==> src/common/lintmc_pkg.sv <==
// shared constants and types for the transceiver mode controller
package lintmc_pkg;

	// ----------------------------------------
	// timing
	// ----------------------------------------
	localparam int CLK_PERIOD_NS = 10;
	localparam int WAKE_QUAL_US = 20;
	localparam int WAKE_QUAL_CYC = (WAKE_QUAL_US * 1000 + CLK_PERIOD_NS - 1) / CLK_PERIOD_NS;
	localparam int MISMATCH_DLY_US = 25;
	localparam int MISMATCH_DLY_CYC = (MISMATCH_DLY_US * 1000) / CLK_PERIOD_NS;
	localparam int STUCK_DOM_US = 10000;
	localparam int STUCK_DOM_CYC = (STUCK_DOM_US * 1000) / CLK_PERIOD_NS;

	// ----------------------------------------
	// reset values
	// ----------------------------------------
	localparam logic RST_PIN_LEVEL = 1'b0;

	// ----------------------------------------
	// modes
	// ----------------------------------------
	typedef enum logic [2:0] {
		LINTMC_POR = 3'h0,
		LINTMC_READY = 3'h1,
		LINTMC_OPERATION = 3'h2,
		LINTMC_DRIVER_OFF = 3'h3,
		LINTMC_POWER_DOWN = 3'h4
	} lintmc_mode_e;

	// ----------------------------------------
	// bundled status
	// ----------------------------------------
	typedef struct packed {
		logic transmitterOn;
		logic receiverOn;
		logic regulatorOn;
		logic pullupOn;
		logic activityDetectOn;
	} lintmc_power_s;

endpackage

==> src/hw/lintmc_mode_ctrl.sv <==
// mode sequencer and driver gating for a single-wire bus transceiver
//
// Behaviour
// RULE1: driver off while enable pin low or stuck dominant detected.
// RULE2: driver may re-enable once the enable pin returns high.
// RULE3: host pulling enable high does not enable driver during internal fault.
// RULE4: stuck-dominant driver-off recovers when the stuck condition clears.
// RULE5: driver off while regulator unstable or recovering from a fault.
// RULE6: bus activity needs line below threshold for at least 20 us.
// RULE7: level variant leaves power-down on dominant longer than 20 us.
// RULE8: edge variant wakes only on fresh falling edge plus 20 us dominant.
// RULE9: select/wake high in power-down wakes to ready, then onward.
// RULE10: edge variant pull-up only in operation; level variant always.
// RULE11: level variant leaves ready only to operation; edge may go driver-off.
// RULE12: host lowers enable before raising select/wake to reach driver-off.
// RULE13: power-on reset keeps all off; ready once battery above 5.75 V.
// RULE14: edge variant ready: enable low to driver-off, high to operation.
// RULE15: select/wake low in operation or driver-off enters power-down.
// RULE16: driver-off with enable high returns to operation.
// RULE17: power-down keeps only activity detect; qualified bus fall goes ready.
// RULE18: ready held until regulator stable and select/wake high.
// RULE19: mismatch fault reported only 25 us after transmit falling edge.
// RULE20: stuck-dominant detection time is a module parameter.
`timescale 1ns/10ps
module lintmc_mode_ctrl
	import lintmc_pkg::*;
#(
	parameter bit EDGE_VARIANT = 1'b0,
	parameter int STUCK_CYC = STUCK_DOM_CYC,
	parameter int WAKE_CYC = WAKE_QUAL_CYC,
	parameter int MISMATCH_CYC = MISMATCH_DLY_CYC
)
(
	input wire logic core_clk,
	input wire logic rst,
	input wire logic batteryAboveOn,
	input wire logic batteryBelowOff,
	input wire logic regulatorStable,
	input wire logic regulatorFault,
	input wire logic thermalShutdown,
	input wire logic transmitData,
	input wire logic bus_line_low,
	input wire logic select_wake_pin,
	input wire logic fault_or_driver_enable_pin_in,
	output logic fault_or_driver_enable_pin_out,
	output logic fault_or_driver_enable_pin_oe,
	output logic bus_line_out,
	output logic bus_line_oe,
	output logic receiveData,
	output logic resetOut_n,
	output lintmc_power_s powerState,
	output lintmc_mode_e mode,
	output logic wakeFromBus
);

	// ----------------------------------------
	// pin synchronisation
	// ----------------------------------------
	logic [4:0] pinsSync;
	logic txdS;
	logic busLowS;
	logic selWakeS;
	logic enablePinS;
	logic batOnS;

	lintmc_sync #(.WIDTH(5)) u_sync (
		.core_clk(core_clk),
		.rst(rst),
		.asyncIn({transmitData, bus_line_low, select_wake_pin,
			fault_or_driver_enable_pin_in, batteryAboveOn}),
		.syncOut(pinsSync)
	);

	assign {txdS, busLowS, selWakeS, enablePinS, batOnS} = pinsSync;

	// ----------------------------------------
	// bus activity qualification
	// ----------------------------------------
	logic busLowPrev_reg;
	logic busLowPrev_next;
	logic armed_reg;
	logic armed_next;
	logic busLowQual;

	// dominant for the qualification time
	lintmc_qual #(.COUNT(WAKE_CYC)) u_wake_qual (
		.core_clk(core_clk),
		.rst(rst),
		.cond(busLowS),
		.reached(busLowQual)
	); // [RULE6]

	// edge variant: armed only by a recessive-to-dominant transition
	always_comb
	begin
		busLowPrev_next = busLowS;
		armed_next = armed_reg;
		if (!busLowS)
			armed_next = 1'b0;
		else if (!busLowPrev_reg)
			armed_next = 1'b1; // [RULE8]
	end

	always_ff @(posedge core_clk or posedge rst)
	begin
		if (rst)
		begin
			busLowPrev_reg <= 1'b1;
			armed_reg <= 1'b0;
		end
		else
		begin
			busLowPrev_reg <= busLowPrev_next;
			armed_reg <= armed_next;
		end
	end

	logic busWake;
	assign busWake = EDGE_VARIANT ? (busLowQual && armed_reg) : busLowQual; // [RULE7] [RULE8]

	// ----------------------------------------
	// stuck dominant and mismatch faults
	// ----------------------------------------
	logic stuckTxd;
	logic stuckBus;
	logic stuckDominant;

	lintmc_qual #(.COUNT(STUCK_CYC)) u_stuck_txd (
		.core_clk(core_clk),
		.rst(rst),
		.cond(!txdS),
		.reached(stuckTxd)
	); // [RULE20]

	lintmc_qual #(.COUNT(STUCK_CYC)) u_stuck_bus (
		.core_clk(core_clk),
		.rst(rst),
		.cond(busLowS),
		.reached(stuckBus)
	); // [RULE20]

	// clears as soon as the dominant level goes away
	assign stuckDominant = stuckTxd || stuckBus; // [RULE4]

	// mismatch: transmit low but line stays high, judged after the delay
	logic mismatchQual;
	lintmc_qual #(.COUNT(MISMATCH_CYC)) u_mismatch (
		.core_clk(core_clk),
		.rst(rst),
		.cond(!txdS && !busLowS),
		.reached(mismatchQual)
	); // [RULE19]

	// ----------------------------------------
	// mode state machine
	// ----------------------------------------
	lintmc_mode_e mode_reg;
	lintmc_mode_e mode_next;
	logic wakeFlag_reg;
	logic wakeFlag_next;
	logic internalFault;
	logic regulatorOk;

	assign regulatorOk = regulatorStable && !regulatorFault;
	assign internalFault = thermalShutdown || mismatchQual || !regulatorOk;

	always_comb
	begin
		mode_next = mode_reg;
		wakeFlag_next = wakeFlag_reg;
		if (batteryBelowOff)
			mode_next = LINTMC_POR;
		else
		begin
			unique case (mode_reg)
				LINTMC_POR:
				begin
					if (batOnS)
						mode_next = LINTMC_READY; // [RULE13]
				end
				LINTMC_READY:
				begin
					if (regulatorOk && selWakeS) // [RULE18]
					begin
						wakeFlag_next = 1'b0;
						if (EDGE_VARIANT && !enablePinS)
							mode_next = LINTMC_DRIVER_OFF; // [RULE11] [RULE14]
						else
							mode_next = LINTMC_OPERATION; // [RULE11] [RULE14]
					end
				end
				LINTMC_OPERATION:
				begin
					if (!selWakeS)
						mode_next = LINTMC_POWER_DOWN; // [RULE15]
					else if (!enablePinS || stuckDominant || internalFault)
						mode_next = LINTMC_DRIVER_OFF; // [RULE1] [RULE5]
				end
				LINTMC_DRIVER_OFF:
				begin
					if (!selWakeS)
						mode_next = LINTMC_POWER_DOWN; // [RULE15]
					else if (enablePinS && !internalFault && !stuckDominant)
						mode_next = LINTMC_OPERATION; // [RULE2] [RULE3] [RULE4] [RULE16]
				end
				LINTMC_POWER_DOWN:
				begin
					if (selWakeS)
						mode_next = LINTMC_READY; // [RULE9]
					else if (busWake)
					begin
						mode_next = LINTMC_READY; // [RULE17]
						wakeFlag_next = 1'b1;
					end
				end
				default:
					mode_next = LINTMC_POR;
			endcase
		end
	end

	always_ff @(posedge core_clk or posedge rst)
	begin
		if (rst)
		begin
			mode_reg <= LINTMC_POR;
			wakeFlag_reg <= 1'b0;
		end
		else
		begin
			mode_reg <= mode_next;
			wakeFlag_reg <= wakeFlag_next;
		end
	end

	// ----------------------------------------
	// outputs
	// ----------------------------------------
	logic driverAllowed;
	lintmc_power_s power_next;
	lintmc_power_s power_reg;
	logic faultDrive_reg;
	logic faultDrive_next;
	logic busDrive_reg;
	logic busDrive_next;
	logic rxd_reg;
	logic rxd_next;
	logic resetN_reg;
	logic resetN_next;

	assign driverAllowed = (mode_reg == LINTMC_OPERATION) && enablePinS && !stuckDominant
		&& !internalFault; // [RULE1] [RULE3] [RULE5]

	always_comb
	begin
		power_next.transmitterOn = driverAllowed;
		power_next.receiverOn = (mode_reg == LINTMC_READY) || (mode_reg == LINTMC_OPERATION)
			|| (mode_reg == LINTMC_DRIVER_OFF); // [RULE13] [RULE16]
		power_next.regulatorOn = power_next.receiverOn; // [RULE15]
		power_next.activityDetectOn = (mode_reg == LINTMC_POWER_DOWN); // [RULE17]
		power_next.pullupOn = EDGE_VARIANT ? (mode_reg == LINTMC_OPERATION) : 1'b1; // [RULE10]
		// open drain: pull low on internal fault or stuck dominant while active
		faultDrive_next = power_next.receiverOn && (internalFault || stuckDominant);
		busDrive_next = driverAllowed && !txdS;
		rxd_next = !busLowS;
		resetN_next = power_next.regulatorOn && regulatorOk;
	end

	always_ff @(posedge core_clk or posedge rst)
	begin
		if (rst)
		begin
			power_reg <= '0;
			faultDrive_reg <= RST_PIN_LEVEL;
			busDrive_reg <= RST_PIN_LEVEL;
			rxd_reg <= 1'b1;
			resetN_reg <= RST_PIN_LEVEL;
		end
		else
		begin
			power_reg <= power_next;
			faultDrive_reg <= faultDrive_next;
			busDrive_reg <= busDrive_next;
			rxd_reg <= rxd_next;
			resetN_reg <= resetN_next;
		end
	end

	assign powerState = power_reg;
	assign mode = mode_reg;
	assign wakeFromBus = wakeFlag_reg;
	assign receiveData = rxd_reg;
	assign resetOut_n = resetN_reg;
	assign fault_or_driver_enable_pin_out = 1'b0;
	assign fault_or_driver_enable_pin_oe = faultDrive_reg;
	assign bus_line_out = 1'b0;
	assign bus_line_oe = busDrive_reg;

endmodule

==> src/hw/lintmc_qual.sv <==
// counts how long a condition has held; flags once the count is reached
`timescale 1ns/10ps
module lintmc_qual
	import lintmc_pkg::*;
#(
	parameter int COUNT = 2000
)
(
	input wire logic core_clk,
	input wire logic rst,
	input wire logic cond,
	output logic reached
);

	localparam int CW = $clog2(COUNT + 1);
	localparam logic [CW-1:0] LIMIT = CW'(COUNT);

	logic [CW-1:0] cnt_reg;
	logic [CW-1:0] cnt_next;

	always_comb
	begin
		cnt_next = cnt_reg;
		if (!cond)
			cnt_next = '0;
		else if (cnt_reg != LIMIT)
			cnt_next = cnt_reg + CW'(1);
	end

	always_ff @(posedge core_clk or posedge rst)
	begin
		if (rst)
			cnt_reg <= '0;
		else
			cnt_reg <= cnt_next;
	end

	assign reached = cond && (cnt_reg == LIMIT);

endmodule

==> src/hw/lintmc_sync.sv <==
// two-flop synchroniser for a vector of pin inputs
`timescale 1ns/10ps
module lintmc_sync
	import lintmc_pkg::*;
#(
	parameter int WIDTH = 1
)
(
	input wire logic core_clk,
	input wire logic rst,
	input wire logic [WIDTH-1:0] asyncIn,
	output logic [WIDTH-1:0] syncOut
);

	logic [WIDTH-1:0] stage1_reg;
	logic [WIDTH-1:0] stage2_reg;

	always_ff @(posedge core_clk or posedge rst)
	begin
		if (rst)
		begin
			stage1_reg <= '0;
			stage2_reg <= '0;
		end
		else
		begin
			stage1_reg <= asyncIn;
			stage2_reg <= stage1_reg;
		end
	end

	assign syncOut = stage2_reg;

endmodule

==> config.mk <==
export PLATFORM = sky130hd
export DESIGN_NAME = lintmc_mode_ctrl
export DESIGN_NICKNAME = d
export VERILOG_FILES = /design/src/common/lintmc_pkg.sv /design/src/hw/lintmc_mode_ctrl.sv /design/src/hw/lintmc_qual.sv /design/src/hw/lintmc_sync.sv
export SDC_FILE = /design/constraint.sdc
export NUM_CORES = 1
export LEC_CHECK = 0
export BUFFER_PORTS_ARGS = -buffer_cell sky130_fd_sc_hd__buf_4
export CORE_ASPECT_RATIO = 0.5
export CORE_MARGIN = 2
export CORE_UTILIZATION = 55
export DETAILED_ROUTE_END_ITERATION = 12
export PLACE_DENSITY_LB_ADDON = 0.12
export SYNTH_ARGS = -nofsm -noshare
export SYNTH_HDL_FRONTEND = slang
export SYNTH_SLANG_ARGS = --single-unit
==> constraint.sdc <==
create_clock -name core_clk -period 2.6 [get_ports core_clk]
set_input_delay 0.52 -clock core_clk [delete_from_list [all_inputs] [get_ports core_clk]]
set_output_delay 0.52 -clock core_clk [all_outputs]
set_load 0.01 [all_outputs]
; Word-level counts from Yosys, hierarchy flattened
; Index checks and enable logic that the tools add are counted.
[totals]
ff_bits = 85
latchBits = 0
mem_bits_rw = 0
rom_bits = 0
inputBits = 11
output_inout_bits = 15
memories = 0
[op_classes]
add_sub_neg = 4
multipliers = 0
div_mod_pow = 0
magnitude_cmp = 0
n_eq_ne = 23
n_shift = 0
muxes = 22
bitwise_logic = 1
reduce_logical = 35
[op_table]
columns = operator, n
row1 = two-way mux 20 bit, 4
row2 = "adder 20 x 1 -> 20 bit, second input constant", 2
row3 = "== test 20 bit, second input constant", 2
row4 = "!= test 20 bit, second input constant", 2
row5 = two-way mux 3 bit, 9
row6 = two-way mux 12 bit, 2
row7 = two-way mux 11 bit, 2
row8 = logical AND 1 bit, 15
row9 = one-hot mux 3 bit (5 select lines), 1
row10 = "adder 12 x 1 -> 12 bit, second input constant", 1
row11 = "== test 12 bit, second input constant", 1
row12 = "!= test 12 bit, second input constant", 1
row13 = "adder 11 x 1 -> 11 bit, second input constant", 1
row14 = "== test 11 bit, second input constant", 1
row15 = "!= test 11 bit, second input constant", 1
row16 = AND reduction 5 bit, 2
row17 = logical OR 1 bit, 8
row18 = "!= test 2 bit, second input constant", 4
row19 = "!= test 4 bit, second input constant", 2
row20 = logical NOT 1 bit, 7
row21 = "== test 3 x 2 -> 1 bit, second input constant", 2
row22 = "!= test 2 x 1 -> 1 bit, second input constant", 2
row23 = "!= test 4 x 3 -> 1 bit, second input constant", 1
row24 = nonzero test 2 bit, 2
row25 = 8 further kinds, 10

; Longest topological paths before layout
[depth]
ltp_word = 12
ltp_mapped = 8
depth_no_buf = 7

; Modules after synthesis
; A second synthesis with hierarchy kept.
[hier_totals]
cells_unflattened = 439
area_unflattened_um2 = 4225.3
[modules_own_cells]
columns = mod, n_inst, cells_per_inst, area_each_um2, seq_area_each_um2
row1 = lintmc_qual at u_stuck_bus ..., 2, 120, 1094.8, 500.5
row2 = lintmc_qual at u_mismatch, 1, 69, 641.9, 300.3
row3 = lintmc_qual at u_wake_qual, 1, 63, 585.6, 275.3
row4 = lintmc_mode_ctrl, 1, 56, 554.3, 301.5
row5 = lintmc_sync, 1, 11, 254.0, 250.2

; Least setup slack after synthesis
; No wires, ideal clock.
[synth_path]
path_kind = flip-flop to flip-flop
start = register u_mismatch.cnt_reg[0]
end = register mode_reg[0] (netlist: mode[0])
arrival_time_ns = 1.702
required_time_ns = 2.482
setup_slack_ns = 0.780
path_stages_with_launch = 9
path_buffers = 1
path_cell_list = dfrtp_1 inv_1 ha_1 and4b_1 and4_1 buf_2 a2111oi_2 o211ai_2 a21o_1
[synth_between]
elab_chain_len = 9
word_cells_on_any_way = 11
[synth_lines]
columns = element, line_no
row1 = "start, declared", lintmc_qual.sv:18  ; logic [CW-1:0] cnt_reg;
row2 = "start signal, assigned", lintmc_qual.sv:35  ; cnt_reg <= cnt_next;
row3 = == test 12 bit (*), lintmc_qual.sv:38  ; assign reached = cond && (cnt_reg == LIMIT);
row4 = logical AND 1 bit (*), lintmc_qual.sv:38
row5 = logical OR 1 bit (*) (2 in a row), lintmc_mode_ctrl.sv:165  ; assign internalFault = thermalShutdown || mismatchQual || !regulatorOk;
row6 = logical NOT 1 bit, lintmc_mode_ctrl.sv:203  ; else if (enablePinS && !internalFault && !stuckDominant)
row7 = logical AND 1 bit (2 in a row), lintmc_mode_ctrl.sv:203
row8 = != test 4 bit (no line), --
row9 = AND reduction 5 bit (no line) (*), --
row10 = "end signal, assigned", lintmc_mode_ctrl.sv:231  ; mode_reg <= mode_next;
row11 = "end, declared", lintmc_mode_ctrl.sv:157  ; lintmc_mode_e mode_reg;
; Mark *: on every way between the ends. The rest lies on a longest branch, timed or not.
; A chain may end at the register's enable or synchronous reset.

; Final worst setup path
[layout_path]
start = register u_mismatch.cnt_reg[0]
end = register busDrive_reg (netlist: bus_line_oe)
[layout_between]
elab_chain_len = 7
[layout_lines]
columns = element, line_no
row1 = == test 12 bit, lintmc_qual.sv:38
row2 = logical AND 1 bit, lintmc_qual.sv:38
row3 = logical OR 1 bit (2 in a row), lintmc_mode_ctrl.sv:165
row4 = logical NOT 1 bit, lintmc_mode_ctrl.sv:252  ; && !internalFault;
row5 = logical AND 1 bit, lintmc_mode_ctrl.sv:252
row6 = logical AND 1 bit, lintmc_mode_ctrl.sv:264  ; busDrive_next = driverAllowed && !txdS;
row7 = named net busDrive_next, lintmc_mode_ctrl.sv:245  ; logic busDrive_next;
row8 = "end signal, assigned", lintmc_mode_ctrl.sv:283  ; busDrive_reg <= busDrive_next;
row9 = "end, declared", lintmc_mode_ctrl.sv:244  ; logic busDrive_reg;
; The timed path passes the listed nets, and every way through them passes these cells.

==> summary.txt <==
Routing
  – Vias: between 3000 and 4000
  – Antenna Nets Post-Route: 0
  – Uppermost routed layer: met4
  – Routed WL: 7.81 mm
  – DRT met1 WL: 3.71 mm
  – 1st-pass router iterations: 4
  – Drt drc: 0
  – Met2 routed WL: 3.76 mm
  – DR WL/cell: around 14 µm
  – Initial DRC count: around 130
  – Vias/cell: 5.57
  – Metal3 WL: 257 µm

Place
  – Number of port buffers: 23
  – Placed Area: 0.00443 mm²
  – DP HPWL: 5.43 mm
  – Placer congestion estimate: between 0.8 and 0.9

Global route
  – Overall Global Routing Usage: 0.215
  – First-pass GRT wire length: ~14 mm
  – Largest net degree at the start of global routing: about 50
  – Vias in the first global route: 3014
  – Antenna violations before repair: 0
  – Global route overflow: 0

STA
  – Tcrit/Tclk final: 0.761
  – Unrepaired setup endpoints after global routing: false
  – Final Hold Fails: 0
  – Final min period: a little under 2 ns
  – Clk_skew: 0.00569 ns
  – Worst-Margin Slew: 0.520 ns
  – FMAX: 505 MHz
  – Pins Over Slew Limit: 0
  – Fin Hold WS: 0.147 ns
  – Setup_tns: 0 ns
  – Final Setup Violations: 0
  – Max transition margin: 0.651

Logic synthesis
  – Seq/Total Area, Yosys: 0.511
  – Area of the mapped netlist: 0.00417 mm²
  – Synthesis Warnings: 0
  – Yosys top cell area share: 0.504
  – Post-synth EDFFs: 0
  – Area leader, netlist: dfrtp_1
  – Asr flop ratio synth: 1.00
  – Syn Inst Count: 418
  – Flops & latches, synth: 85
  – Synth area leaders: dfrtp_1, xor2_1, nor2_1
  – Ys flop type: dfrtp_1
  – Distinct cells, synth: approximately 50
  – Syn Area/Cell: 9.97 µm²

Final layout
  – Ant. Diodes: 0
  – Post-layout util: 0.648
  – Design area: 0.00476 mm²
  – # nets final: 458
  – Layout area overhead: 14.3%
  – Share of cells above drive strength 1: 0.131

Floorplanning
  – Std cell rows: 22
  – Core Area: 0.00735 mm²
  – Initial core utilization: 0.567
  – Width of the die: ~130 µm
  – Die area: 0.00833 mm²
  – Die Span Y: 65.6 µm
  – Io pins: 26

Power and ir drop
  – Leak pwr: 2.02 nW
  – Power density of the placed cells: 656 mW/mm²
  – Maximum VDD drop: 0.417 mV
  – Tot Pwr: 3.13 mW

Worst hold path
  – Min-Delay Path Class: in -> async

Worst setup path
  – Crit Path Class: reg -> reg
  – CP max FO: 10
  – Critical Path Start Type: flip-flop
  – Critical Path RT: between 2 and 3 ns
  – Worst path arrival time: 2.22 ns
  – R2R setup slack: 0.62 ns
  – Critical path capture point type: flip-flop

Run
  – Max cap viols: 0

Clocking
  – CTS Sinks: 85
  – CTS tree: done
  – Clock-pin slew on the worst setup and hold paths: roughly 0.060 ns
  – Clk Latency, worst-skew pair: 0.34 ns
  – Post_cts resized: 0
  – Root Buffer: clkbuf_16
  – Clock Path Buffers: 2
  – Hold_buf cts: 0
  – TritonCTS buffer count: 9
  – Post-CTS Setup Inserts: 0
  – H-tree levels: 3

Outcome
  – Status: finished clean
## worst paths after layout
check	start	endpoint	cells after the start
hold / removal	rst	u_stuck_txd.cnt_reg[4]	2
min in group core_clk	transmitData	u_sync.stage1_reg[4]	1
setup / recovery	u_mismatch.cnt_reg[0]	bus_line_oe	7
max in group asynchronous	rst	receiveData	3
setup reg to reg	u_mismatch.cnt_reg[0]	bus_line_oe	7
hold reg to reg	u_sync.stage1_reg[0]	u_sync.syncOut[0]	0
## layer usage
| layer | global-route usage | vias to the layer above |
|---|---|---|
| li1 | - | 1502 |
| met1 | 0.266 | 1459 |
| met2 | 0.357 | 36 |
| met3 | 0.0700 | 10 |
| met4 | 0.0824 | 0 |
| met5 | 0 | - |
## layout make-up
| class | count | area (µm²) |
|---|---|---|
| well taps | 96 | 120 |
| multi-input cells | 302 | 1910 |
| clock buffers | 11 | 253 |
| flip-flops and latches | 85 | 2130 |
| repair buffers | 27 | 215 |
| clock inverters | 5 | 82.6 |
| fillers | 595 | 2580 |
| inverters | 14 | 56.3 |
## placed cells by master, fill, tap and decap left out, types with 2 or more instances in the layout
cell / count
a21oi_1: 19
clkbuf_16: 9
nand3b_1: 2
nor3b_1: 2
nor4_4: 2
nand4_1: 16
and4_1: 4
nor4b_1: 4
clkinv_4: 2
a21o_1: 2
and3_1: 7
nor2b_1: 3
ha_1: 8
xnor2_1: 13
nor2_1: 56
dfrtp_1: 84
or2_2: 2
nand2b_1: 4
mux2i_1: 3
o21ai_0: 18
nor4bb_1: 2
clkbuf_8: 2
conb_1: 3
buf_4: 26
or3_1: 14
nor3_2: 2
bufinv_16: 2
nand2_1: 26
inv_1: 13
nor3_1: 15
or4b_1: 2
nand3_1: 19
xor2_1: 28
nand4b_1: 3
o22a_1: 2
nor4_1: 6
## power breakdown
group,internal [mW],total (mW),switching [mW]
logic,0.142,0.293,0.151
clock network,0.894,1.39,0.497
registers,1.38,1.44,0.0657
total,2.41,3.13,0.714
## critical path, stage by stage, from the launching register on
cell	delay (ns)
dfrtp_1	0.41
inv_1	0.06
ha_1	0.19
and4b_1	0.19
and4_1	0.30
a2111oi_2	0.34
o211ai_2	0.18
nor4_1	0.20
## kinds of logic (layout without fill, tap and decap cells)
group / Yosys count / in the layout / synth area share
buf+inv: 32 / 57 / 0.0324
other cells: 2 / 3 / 0.00180
compound gates: 47 / 47 / 0.0666
xor+xnor: 41 / 41 / 0.0861
simple gates: 199 / 199 / 0.268
flops: 85 / 85 / 0.511
fa+ha+maj: 8 / 8 / 0.0240
mux: 4 / 4 / 0.0108
## synthesized netlist by cell type (4+ instances only)
cell type / instances
ha_1: 8
a21oi_1: 19
clkbuf_1: 11
dfrtp_1: 84
o21ai_0: 18
nor4b_1: 4
inv_1: 14
and3_1: 7
and4_1: 4
nand4_1: 16
nand3_1: 19
xnor2_1: 13
or3_1: 14
xor2_1: 28
nand2_1: 26
nor4_1: 6
nand2b_1: 4
nor3_1: 15
nor2_1: 56
## metrics by stage
stage,std cells,setup slack [ns]
floorplan,419,0.780
finish,540,0.621
detailed placement,524,0.636
global route,540,0.406
global placement,524,0.702
CTS,540,0.611
(Power assumes the default switching activity.)
